<file path="src/pdl_consts.vh">
/*
  Constants of the power-down and lock-detect register bank: offsets, reset
  values and field positions. Assumes it is included by bare name by the bank
  alone, not by its helper modules; definitions only.
*/
`ifndef PDL_CONSTS_VH
`define PDL_CONSTS_VH

// Register offsets on the control interface.
`define PDL_ADDR_AUX_POWER_DOWN    8'h19
`define PDL_ADDR_BLOCK_POWER_DOWN  8'h1a
`define PDL_ADDR_LOCK_DETECT_CFG   8'h1b
`define PDL_ADDR_CAL_DIV_LOCK_RST  8'h1c

// Power-on reset values.
`define PDL_RST_AUX_POWER_DOWN     8'h04
`define PDL_RST_BLOCK_POWER_DOWN   8'h83
`define PDL_RST_LOCK_DETECT_CFG    8'h00
`define PDL_RST_CAL_DIV_LOCK_RST   8'h00

// Auxiliary power-down register fields.
`define PDL_AUX_RSV_HI             7
`define PDL_AUX_RSV_LO             6
`define PDL_AUX_AMP_HI             5
`define PDL_AUX_AMP_LO             4
`define PDL_AUX_CLK_DIV_OFF        3
`define PDL_AUX_REF_DETECT_OFF     2
`define PDL_AUX_TEMP_CONV_OFF      1
`define PDL_AUX_CAL_CONVERTER_OFF  0

// Block power-down register fields.
`define PDL_BPD_MAIN_POWER_OFF     7
`define PDL_BPD_REF_DIVIDER_OFF    6
`define PDL_BPD_FEEDBACK_DIV_OFF   5
`define PDL_BPD_OSCILLATOR_OFF     4
`define PDL_BPD_LOCK_DETECTOR_OFF  3
`define PDL_BPD_PHASE_PUMP_OFF     2
`define PDL_BPD_CLOCK_BUFFER_OFF   1
`define PDL_BPD_PULSE_BUFFER_OFF   0

// Lock detector configuration fields.
`define PDL_LDC_LOSS_OF_LOCK_EN    7
`define PDL_LDC_WINDOW_WIDE        6
`define PDL_LDC_WINDOW_ENABLE      5
`define PDL_LDC_VALID_CYCLES_HI    4
`define PDL_LDC_VALID_CYCLES_LO    0

// Calibration divider and lock reset fields.
`define PDL_CDL_FEEDBACK_DIV_EN    7
`define PDL_CDL_REF_DIV_EN         6
`define PDL_CDL_RSV4               5
`define PDL_CDL_RSV3               4
`define PDL_CDL_RSV2               3
`define PDL_CDL_LOCK_CLEAR         2
`define PDL_CDL_RSV1_HI            1
`define PDL_CDL_RSV1_LO            0

`endif

</file>
<file path="src/pdl_bank.v">
/*
  Power-down, lock detector and calibration divider configuration bank.
  Holds four 8-bit registers reached through the parallel register port
  of the serial control interface, and drives the gating and enable levels
  of the analog and digital sub-blocks.
  Assumes the control interface decoder presents single-cycle read and
  write strobes synchronous to i_clk, and that i_resetn is the power-on
  reset, asynchronous and active low.
*/
// Function
// - Main power-down resets set, keeps registers intact.
// - Every power-down bit: zero active, one off.
// - Reference divider and doubler off together.
// - Feedback divider off when set, else running.
// - Lock detection logic off when set.
// - Phase detector and charge pump off together.
// - Clock output buffer off, resets off.
// - Pulse output buffer off, resets off.
// - Calibration converter off when set, resets active.
// - Loss-of-lock detection enabled by one, resets disabled.
// - Window width select: zero narrow, one wide.
// - Lock pulse window enabled by one.
// - Five-bit count of valid cycles before lock.
// - Lock clear holds unlocked until software clears.
`include "pdl_consts.vh"
`default_nettype none

module pdl_bank (
  // Clock and reset.
  input  wire       i_clk,
  input  wire       i_resetn,
  // Register port from the control interface.
  input  wire       i_write,
  input  wire       i_read,
  input  wire [7:0] i_addr,
  input  wire [7:0] i_wdata,
  output reg  [7:0] o_rdata,
  output reg        o_rvalid,
  output reg        o_rhit,
  // Main power-down level.
  output wire       o_main_power_off,
  // Effective block power-down levels.
  output wire       o_ref_divider_off,
  output wire       o_doubler_off,
  output wire       o_feedback_divider_off,
  output wire       o_oscillator_off,
  output wire       o_lock_detector_off,
  output wire       o_phase_detector_off,
  output wire       o_charge_pump_off,
  output wire       o_clock_buffer_off,
  output wire       o_pulse_buffer_off,
  // Auxiliary power-down levels.
  output wire       o_cal_converter_off,
  output wire       o_temp_converter_off,
  output wire       o_ref_detector_off,
  output wire       o_clock_divider_off,
  output wire [1:0] o_clock_amplitude,
  // Lock detector configuration.
  output wire       o_loss_of_lock_enable,
  output wire       o_lock_window_wide,
  output wire       o_lock_window_enable,
  output wire [4:0] o_lock_valid_cycles,
  output wire       o_lock_detector_clear,
  // Calibration divider enables.
  output wire       o_cal_feedback_div_enable,
  output wire       o_cal_ref_div_enable
);

  // Register contents.
  wire [7:0] aux_power_down;
  wire [7:0] block_power_down;
  wire [7:0] lock_detect_config;
  wire [7:0] cal_divider_and_lock_reset;

  // Decoded write strobes.
  wire       wr_aux;
  wire       wr_block;
  wire       wr_lock;
  wire       wr_cal;

  // Read multiplexer.
  reg  [7:0] next_rdata;
  reg        next_rhit;

  // Effective power-down vector from the gate.
  wire [7:0] gated_off;
  wire [7:0] individual_off;

  // Address decode of the write strobe; other offsets are ignored.
  assign wr_aux   = i_write && (i_addr == `PDL_ADDR_AUX_POWER_DOWN);
  assign wr_block = i_write && (i_addr == `PDL_ADDR_BLOCK_POWER_DOWN);
  assign wr_lock  = i_write && (i_addr == `PDL_ADDR_LOCK_DETECT_CFG);
  assign wr_cal   = i_write && (i_addr == `PDL_ADDR_CAL_DIV_LOCK_RST);

  // Auxiliary power-down register, reference detector starts off.
  pdl_reg8 #(
    .RESET_VALUE (`PDL_RST_AUX_POWER_DOWN)
  ) u_aux (
    .i_clk    (i_clk),
    .i_resetn (i_resetn),
    .i_write  (wr_aux),
    .i_wdata  (i_wdata),
    .o_value  (aux_power_down)
  );

  // Block power-down register, main and both output buffers start off.
  pdl_reg8 #(
    .RESET_VALUE (`PDL_RST_BLOCK_POWER_DOWN)
  ) u_block (
    .i_clk    (i_clk),
    .i_resetn (i_resetn),
    .i_write  (wr_block),
    .i_wdata  (i_wdata),
    .o_value  (block_power_down)
  );

  // Lock detector configuration register.
  pdl_reg8 #(
    .RESET_VALUE (`PDL_RST_LOCK_DETECT_CFG)
  ) u_lock (
    .i_clk    (i_clk),
    .i_resetn (i_resetn),
    .i_write  (wr_lock),
    .i_wdata  (i_wdata),
    .o_value  (lock_detect_config)
  );

  // Calibration divider enables and lock detector clear.
  pdl_reg8 #(
    .RESET_VALUE (`PDL_RST_CAL_DIV_LOCK_RST)
  ) u_cal (
    .i_clk    (i_clk),
    .i_resetn (i_resetn),
    .i_write  (wr_cal),
    .i_wdata  (i_wdata),
    .o_value  (cal_divider_and_lock_reset)
  );

  // Individual bits; bit 7 slot carries the main bit itself.
  assign individual_off = block_power_down;

  // The main power-down is a gate only; it never touches register contents.
  pdl_gate #(
    .WIDTH       (8),
    .RESET_VALUE ({8'h00, `PDL_RST_BLOCK_POWER_DOWN | 8'h7f})
  ) u_gate (
    .i_clk      (i_clk),
    .i_resetn   (i_resetn),
    .i_main_off (block_power_down[`PDL_BPD_MAIN_POWER_OFF]),
    .i_bits_off (individual_off),
    .o_off      (gated_off)
  );

  // Main power-down level as programmed.
  assign o_main_power_off       = gated_off[`PDL_BPD_MAIN_POWER_OFF];

  // Reference divider and doubler share one bit.
  assign o_ref_divider_off      = gated_off[`PDL_BPD_REF_DIVIDER_OFF];
  assign o_doubler_off          = gated_off[`PDL_BPD_REF_DIVIDER_OFF];

  // Feedback divider runs while its bit and the main bit are clear.
  assign o_feedback_divider_off = gated_off[`PDL_BPD_FEEDBACK_DIV_OFF];

  // Oscillator uses the same one-means-off polarity.
  assign o_oscillator_off       = gated_off[`PDL_BPD_OSCILLATOR_OFF];

  // Lock detection logic.
  assign o_lock_detector_off    = gated_off[`PDL_BPD_LOCK_DETECTOR_OFF];

  // Phase detector and charge pump share one bit.
  assign o_phase_detector_off   = gated_off[`PDL_BPD_PHASE_PUMP_OFF];
  assign o_charge_pump_off      = gated_off[`PDL_BPD_PHASE_PUMP_OFF];

  // Output buffers, both off from power-on.
  assign o_clock_buffer_off     = gated_off[`PDL_BPD_CLOCK_BUFFER_OFF];
  assign o_pulse_buffer_off     = gated_off[`PDL_BPD_PULSE_BUFFER_OFF];

  // Auxiliary power-down levels straight from their flip-flops.
  assign o_cal_converter_off    = aux_power_down[`PDL_AUX_CAL_CONVERTER_OFF];
  assign o_temp_converter_off   = aux_power_down[`PDL_AUX_TEMP_CONV_OFF];
  assign o_ref_detector_off     = aux_power_down[`PDL_AUX_REF_DETECT_OFF];
  assign o_clock_divider_off    = aux_power_down[`PDL_AUX_CLK_DIV_OFF];
  assign o_clock_amplitude      = aux_power_down[`PDL_AUX_AMP_HI:`PDL_AUX_AMP_LO];

  // Lock detector configuration fields.
  assign o_loss_of_lock_enable  = lock_detect_config[`PDL_LDC_LOSS_OF_LOCK_EN];
  assign o_lock_window_wide     = lock_detect_config[`PDL_LDC_WINDOW_WIDE];
  assign o_lock_window_enable   = lock_detect_config[`PDL_LDC_WINDOW_ENABLE];
  assign o_lock_valid_cycles    =
    lock_detect_config[`PDL_LDC_VALID_CYCLES_HI:`PDL_LDC_VALID_CYCLES_LO];

  // Lock clear stays set until software writes it to zero.
  assign o_lock_detector_clear  = cal_divider_and_lock_reset[`PDL_CDL_LOCK_CLEAR];

  // Calibration divider enables are plain levels that software brackets.
  assign o_cal_feedback_div_enable =
    cal_divider_and_lock_reset[`PDL_CDL_FEEDBACK_DIV_EN];
  assign o_cal_ref_div_enable      =
    cal_divider_and_lock_reset[`PDL_CDL_REF_DIV_EN];

  // Read multiplexer returns every stored bit, reserved ones included.
  always @*
  begin
    next_rdata = 8'h00;
    next_rhit  = 1'b1;
    case (i_addr)
      `PDL_ADDR_AUX_POWER_DOWN:   next_rdata = aux_power_down;
      `PDL_ADDR_BLOCK_POWER_DOWN: next_rdata = block_power_down;
      `PDL_ADDR_LOCK_DETECT_CFG:  next_rdata = lock_detect_config;
      `PDL_ADDR_CAL_DIV_LOCK_RST: next_rdata = cal_divider_and_lock_reset;
      default:
      begin
        next_rdata = 8'h00;
        next_rhit  = 1'b0;
      end
    endcase
  end

  // Read data is captured one cycle after the strobe and held until the next read.
  always @(posedge i_clk or negedge i_resetn)
  begin
    if (!i_resetn)
    begin
      o_rdata  <= 8'h00;
      o_rvalid <= 1'b0;
      o_rhit   <= 1'b0;
    end
    else
    begin
      o_rvalid <= i_read;
      if (i_read)
      begin
        o_rdata <= next_rdata;
        o_rhit  <= next_rhit;
      end
    end
  end

endmodule

`default_nettype wire

</file>
<file path="src/pdl_gate.v">
/*
  Registered gating of individual power-down bits by the main power-down.
  Assumes the inputs come straight from register flip-flops on i_clk.
*/
`default_nettype none

module pdl_gate #(
  parameter        WIDTH       = 8,
  parameter [15:0] RESET_VALUE = 16'hffff
) (
  // Clock and reset.
  input  wire             i_clk,
  input  wire             i_resetn,
  // Main power-down and individual bits.
  input  wire             i_main_off,
  input  wire [WIDTH-1:0] i_bits_off,
  // Effective power-down levels.
  output wire [WIDTH-1:0] o_off
);

  genvar g;

  // Each block is off when its own bit or the main power-down is set.
  generate
    for (g = 0; g < WIDTH; g = g + 1)
    begin : gen_gate
      reg off_q;
      always @(posedge i_clk or negedge i_resetn)
      begin
        if (!i_resetn)
        begin
          off_q <= RESET_VALUE[g];
        end
        else
        begin
          off_q <= i_bits_off[g] | i_main_off;
        end
      end
      assign o_off[g] = off_q;
    end
  endgenerate

endmodule

`default_nettype wire

</file>
<file path="src/pdl_reg8.v">
/*
  One 8-bit read/write configuration register with a power-on value.
  Assumes the write strobe is already decoded for this register and is
  synchronous to i_clk.
*/
`default_nettype none

module pdl_reg8 #(
  parameter [7:0] RESET_VALUE = 8'h00
) (
  // Clock and reset.
  input  wire       i_clk,
  input  wire       i_resetn,
  // Write side.
  input  wire       i_write,
  input  wire [7:0] i_wdata,
  // Stored value.
  output reg  [7:0] o_value
);

  // Only the power-on reset or a write changes the stored value.
  always @(posedge i_clk or negedge i_resetn)
  begin
    if (!i_resetn)
    begin
      o_value <= RESET_VALUE;
    end
    else if (i_write)
    begin
      o_value <= i_wdata;
    end
  end

endmodule

`default_nettype wire

</file>
<file path="config.mk">
export PLATFORM = sky130hd
export DESIGN_NAME = pdl_bank
export DESIGN_NICKNAME = d
export VERILOG_FILES = /design/src/pdl_bank.v /design/src/pdl_gate.v /design/src/pdl_reg8.v
export VERILOG_INCLUDE_DIRS = /design/src
export SDC_FILE = /design/constraint.sdc
export NUM_CORES = 1
export LEC_CHECK = 0
export ABC_AREA = 1
export ABC_CLOCK_PERIOD_IN_PS = 2250
export BUFFER_PORTS_ARGS = -buffer_cell sky130_fd_sc_hd__buf_4
export CORE_MARGIN = 2
export CORE_UTILIZATION = 55
export DETAILED_ROUTE_END_ITERATION = 10
export MAX_ROUTING_LAYER = met4
export PLACE_DENSITY = 0.81
export SLEW_MARGIN = 15
export SYNTH_ARGS = -nofsm -noshare
export SYNTH_HDL_FRONTEND = slang
export SYNTH_SLANG_ARGS = --single-unit
</file>
<file path="constraint.sdc">
create_clock -name i_clk -period 2.25 [get_ports i_clk]
set_clock_uncertainty 0.2 [all_clocks]
set_input_delay 0.3375 -clock i_clk [delete_from_list [all_inputs] [get_ports i_clk]]
set_output_delay 0.3375 -clock i_clk [all_outputs]
set_load 0.02 [all_outputs]
</file>
==> results by group, run 1 <==
Run status
  • Outcome: completed

Critical path
  • Top cell by count, worst path: nand2_1
  • Crit-path cells: buf_4, inv_1, nand2_1, nor2_8, nand3_4, nand2_1, o21ai_2
  • Crit path buffers/inverters: 2
  • CP Max Fanout: 37
  • Worst reg2reg startpoint: u_lock.o_value[6]
  • Reg-to-reg endpoint: o_rdata[6]
  • Setup CP Type: in -> reg
  • CP startpoint: i_addr[6]
  • Setup crit end: u_aux.o_value[5]
  • Crit path launch type: primary input
  • Crit path max-delay family: simple AND/OR/NAND/NOR gates
  • Arrival time worst endpoint: 1.61 ns
  • WP data required: 2.24 ns
  • Slowest stage delay, CP: 0.43 ns
  • R2r setup slk: 1.03 ns
  • Worst Reg-to-Reg Cells: 4
  • Worst path slowest cell: nor2_8
  • Stages on the worst setup path: 7
  • CP Capture Type: flip-flop

Floorplan
  • IO Pins: 57
  • Initial Util: 56.4%
  • Core outline area: 0.00429 mm2
  • Die width: 70.3 um
  • Die Area: 0.00495 mm2
  • Die Ht: 70.3 um
  • Row count: 24

Finish
  • Area Overhead vs Synth: 20.5%
  • Final core occ: 67.9%
  • N_diodes: 0
  • Layout cell share with drive strength beyond 1: 35.9%
  • Cell area after layout: 0.00292 mm2
  • Fill count: 353
  • Post-layout nets: 325
  • Commonest cells after routing, fill and taps aside: nand2_1, buf_4, dfrtp_1, nand3_1, inv_1
  • Commonest non-fill, non-tap cell in the layout: nand2_1
  • Final Non-Filler Cells: 358

Placed design
  • Buffers added on ports: 56
  • Detailed Place HPWL: 3700 um
  • Inst Count DP: 349
  • Routability cong.: 0.810
  • Placed Area: 0.00280 mm2
  • Setup WS pre-CTS: 0.315 ns

STA
  • Final max-slew violation count: 0
  • Unrepaired setup endpoints after global routing: no
  • Final setup viols: 0
  • Minimum clock period: 1.62 ns
  • Slew headroom: 58.3%
  • Setup TNS: 0 ns
  • Worst slew pin tran: 0.625 ns
  • Final Hold Violating Endpoints: 0
  • Period utilization: 71.8%
  • Hold_ws: 0.00882 ns
  • Max Freq: 619 MHz
  • Final worst setup slack: 0.633 ns

Yosys
  • Post-Synth Simple-Gate Area: 27.3%
  • Synth Area in Adders: 0%
  • Mean Syn Cell Area: 9.57 um2
  • Largest family of logic cells by synthesized area: simple AND/OR/NAND/NOR gates
  • Post-synthesis mux area share: 0%
  • Net Count, Synth: 273
  • Compound-cell area share of the yosys netlist: 12.1%
  • Synthesized instance count: 253
  • Synth warn: 0
  • Post-synthesis register bit count: 50
  • Unique masters post-synth: 19
  • Xor/xnor share of the synthesized area: 0%
  • Seq/Total Area, Yosys: 52.3%
  • Post-synthesis instance area: 0.00242 mm2

Power
  • Total Power: 1.84 mW
  • Power per cell area: 630 mW/mm2
  • Maximum VDD drop: 0.344 mV
  • LEAKAGE: 1.57 nW

Global routing
  • Total grt overflow: 0
  • Vias in the first global route: 1817
  • Largest net degree at the start of global routing: 51
  • First-pass GRT wire length: 8600 um
  • All-layer global routing usage: 23.3%
  • Initial antenna violation count: 0

Detailed routing
  • Wirelength per Cell: 14.3 um
  • Initial drt markers: 185
  • DRT Pass-1 Iters: 4
  • Drt via density: 5.25
  • Via Count: 1881
  • DR DRC count: 0
  • Post-Route WL: 5140 um
  • Final antenna-violating net count: 0

Clock network
  • CTS root buf: clkbuf_8
  • TritonCTS Sinks: 50
  • Clk pin slew, worst setup/hold paths: 0.09 ns
  • H-tree depth: 2
  • Worst skew pair latency: 0.31 ns
  • CTS Buf Count: 5
  • CTS max path bufs: 2
  • CTS tree: built

Job
  • Maxcap violations: 0

Worst hold path
  • Min-Delay Path Class: in -> reg
==> per-layer routing <==
layer	up-vias	part of all wire, %	track usage, %
li1	916	-	-
met1	908	40	29.1
met2	49	53	36.9
met3	8	5.4	5.63
met4	0	2.0	8.97
met5	-	0	-
==> how the worst min path moves through the flow <==
stage,startpoint,end,slack (ns),depth (start not counted)
detailed placement,u_block.o_value[7],u_gate.gen_gate[7].off_q,0.18,0
global placement,u_block.o_value[7],u_gate.gen_gate[7].off_q,0.17,0
CTS,i_read,o_rvalid,0.008,1
global route,i_read,o_rvalid,0.01,1
finish,i_read,o_rvalid,0.009,1
floorplan,i_resetn,o_rdata[0],-0.16,0
==> cell families (layout without fill, tap and decap cells) <==
family,Yosys count,count (layout)
simple gates,126,126
flops,50,50
compound gates,41,41
buf+inv,36,89
==> Yosys cell counts <==
cell type,n,area [um2]
nand2_1,77,289
dfrtp_1,38,951
nand3_1,33,165
inv_1,22,82.6
o21ai_2,18,158
o21ai_0,15,75.1
dfstp_2,12,315
o21a_1,8,60.1
buf_4,7,52.6
nand2_2,4,25.0
nor2_8,4,80.1
nand2_4,3,33.8
nor2_4,3,33.8
buf_6,2,22.5
buf_8,2,30.0
nand3_4,2,35.0
buf_2,1,5.00
clkinv_1,1,3.75
inv_2,1,3.75
==> repair_timing <==
action                                  4_1_cts  5_1_grt
buffers inserted                              0        0
hold endpoints to repair                     38        0
hold buffers                                  1        0
resized for setup                             0        0
endpoints found under the setup margin        0        0
==> cell type report <==
class,count,area (um2),share of cell area (%)
tap,52,65.1,2.23
clock inverter,2,38.8,1.33
inverter,24,90.1,3.09
sequential,50,1270,43.4
timing repair buffer,57,430,14.8
clock buffer,6,72.6,2.49
multi-input combinational,167,955,32.7
==> sequential cells by signal, summed over array words and instances, names as in the netlist <==
register,flops
o_rhit,1
o_rdata,8
u_aux.o_value,8
u_block.o_value,8
u_cal.o_value,8
u_gate.gen_gate.off_q,8
o_rvalid,1
u_lock.o_value,8
==> worst register-to-register path, cell delays in order, from the launching register on <==
cell     delay, ns
dfrtp_1       0.41
nand3_1       0.09
nand2_1       0.07
o21ai_0       0.27
nand2_1       0.08
==> report_power, final <==
group	leakage [nW]	switching, mW	internal (mW)
clock	0.0554	0.305	0.334
sequential	0.626	0.0296	0.947
combinational	0.886	0.136	0.0859
No activity file was read; power rests on OpenSTA's default activity.
==> inputs of run 2 (changes only) <==
ABC_CLOCK_PERIOD_IN_PS = 1500   (was 2250)
CORE_UTILIZATION = 53   (was 55)
PLACE_DENSITY = 0.79   (was 0.81)
clock period = 1.5 ns   (was 2.25 ns; I/O delays follow)
==> results by group, run 2 (synthesis results as in run 1) <==
Run status
  • Outcome: completed

Detailed routing
  • DRT Pass-1 Iters: 4 (unchanged)
  • DR DRC count: 0 (unchanged)
  • Drt via density: 5.16 (-1.8%)
  • Initial drt markers: 219 (+18%)
  • Final antenna-violating net count: 0 (unchanged)
  • Via Count: 1910 (+1.5%)
  • Post-Route WL: 5370 um (+4.5%)
  • Wirelength per Cell: 14.5 um (+1.1%)

Finish
  • Commonest non-fill, non-tap cell in the layout: nand2_1
  • Fill count: 355 (+0.57%)
  • Post-layout nets: 337 (+3.7%)
  • Layout cell share with drive strength beyond 1: 35.8% (-0.099 points)
  • N_diodes: 0 (unchanged)
  • Commonest cells after routing, fill and taps aside: nand2_1, buf_4, dfrtp_1, nand3_1, inv_1
  • Cell area after layout: 0.00304 mm2 (+4.3%)
  • Area Overhead vs Synth: 25.7%

Clock network
  • CTS Buf Count: 5 (unchanged)
  • TritonCTS Sinks: 50 (unchanged)
  • Clk pin slew, worst setup/hold paths: 0.10 ns (about the same)
  • CTS root buf: clkbuf_8
  • Worst skew pair latency: 0.32 ns (about the same)
  • H-tree depth: 2 (unchanged)
  • CTS max path bufs: 2 (unchanged)
  • CTS tree: built

STA
  • Final max-slew violation count: 0 (unchanged)
  • Setup TNS: 0 ns (unchanged)
  • Minimum clock period: 1.45 ns
  • Worst slew pin tran: 0.630 ns (+0.00497 ns)
  • Final Hold Violating Endpoints: 0 (unchanged)
  • Max Freq: 691 MHz
  • Unrepaired setup endpoints after global routing: no
  • Slew headroom: 58.0% (-0.33 points)
  • Final setup viols: 0 (unchanged)
  • Period utilization: 96.5%

Critical path
  • Arrival time worst endpoint: 1.02 ns (-0.59 ns)
  • Stages on the worst setup path: 1 (-6)
  • CP Max Fanout: 3 (-92%)
  • Worst path slowest cell: dfstp_2
  • Slowest stage delay, CP: 0.56 ns (+0.13 ns)
  • CP Capture Type: primary output
  • WP data required: 1.07 ns (-1.17 ns)
  • Worst Reg-to-Reg Cells: 4 (unchanged)
  • Crit path buffers/inverters: 1 (-1)
  • Crit-path cells: buf_4
  • Crit path max-delay family: flip-flops
  • Crit path launch type: flip-flop
  • Setup CP Type: reg -> out
  • R2r setup slk: 0.30 ns (-0.73 ns)

Floorplan
  • Initial Util: 55.2% (-1.2 points)
  • IO Pins: 57 (unchanged)
  • Die Area: 0.00512 mm2 (+3.6%)
  • Die Ht: 71.6 um (+1.8%)
  • Row count: 24 (unchanged)
  • Die width: 71.6 um (+1.8%)
  • Core outline area: 0.00438 mm2 (+2.1%)

Global routing
  • Largest net degree at the start of global routing: 51 (unchanged)
  • Vias in the first global route: 1854 (+2.0%)
  • First-pass GRT wire length: 8650 um (+0.56%)
  • Total grt overflow: 0 (unchanged)
  • All-layer global routing usage: 22.9% (-0.49 points)
  • Initial antenna violation count: 0 (unchanged)

Power
  • Power per cell area: 882 mW/mm2 (+40%)
  • LEAKAGE: 1.62 nW (+3.5%)
  • Total Power: 2.68 mW (+46%)
  • Maximum VDD drop: 0.565 mV (+64%)

Worst hold path
  • Min-Delay Path Class: in -> reg
  • Hold Path Stages: 3 (+2)

Job
  • Maxcap violations: 0 (unchanged)

Placed design
  • Detailed Place HPWL: 3930 um (+6.2%)
  • Buffers added on ports: 56 (unchanged)
  • Placed Area: 0.00284 mm2 (+1.7%)
  • Routability cong.: 0.820 (+1.2%)
[run 2: changes by cell type in the layout (fill, tap and decap cells not counted)]
cell	change
dlygate4sd3_1	+9
buf_12	+2
buf_4	+1
bufinv_16	-1
clkbuf_1	-1
clkbuf_8	+1
clkinv_4	+1
[run 2: tightest hold or removal path, delay by kind of cell]
kind | cells | cell delay [ns]
compound gates | 1 | 0.07
simple gates | 1 | 0.21
buf+inv | 1 | 0.14
[run 2: path summary, 6_finish.rpt]
path,start,to
max,u_aux.o_value[2],o_ref_detector_off
min,i_write,u_aux.o_value[2]
max reg2reg,u_lock.o_value[6],o_rdata[6]
min reg2reg,u_block.o_value[7],u_gate.gen_gate[7].off_q
max in group asynchronous,i_resetn,o_rdata[1]
min in group asynchronous,i_resetn,o_rhit
[run 2: final cells by class]
class | instances | area, um2 | area share, %
Clock buffer | 6 | 82.6 | 2.71
Clock inverter | 2 | 17.5 | 0.575
Inverter | 24 | 90.1 | 2.96
Multi-Input combinational cell | 167 | 955 | 31.4
Sequential cell | 50 | 1270 | 41.6
Tap cell | 52 | 65.1 | 2.14
Timing Repair Buffer | 69 | 568 | 18.7
[run 2: layer usage]
layer | wire [um] | vias up | share of wire [%] | global-route usage [%]
met1 | 2140 | 898 | 40 | 27.3
li1 | - | 940 | - | -
met3 | 322 | 9 | 6.0 | 5.34
met4 | 98 | 0 | 1.8 | 8.81
met5 | 0 | - | 0 | -
met2 | 2810 | 63 | 52 | 37.7
[run 2: power by group]
part	switching (mW)	internal [mW]	leakage, nW
combinational	0.210	0.150	0.946
sequential	0.0444	1.42	0.626
clock	0.478	0.380	0.0514
total	0.733	1.95	1.62
[run 2: stage by stage]
stage	setup slack, ns	std cells	hold slack, ns	utilization [%]
global placement	-0.0237	352	0.0798	64.9
finish	0.0528	370	0.126	69.4
global route	0.0357	370	0.144	69.4
detailed placement	-0.0714	352	0.0830	64.9
CTS	0.0537	370	0.122	69.4
floorplan	0.130	253	-0.271	-
[run 2: repair_timing]
| action | 4_1_cts | 5_1_grt |
|---|---|---|
| endpoints found under the hold margin | 47 | 0 |
| hold buffers | 10 | 0 |
| setup buffers | 0 | 0 |
| resized for setup | 0 | 0 |
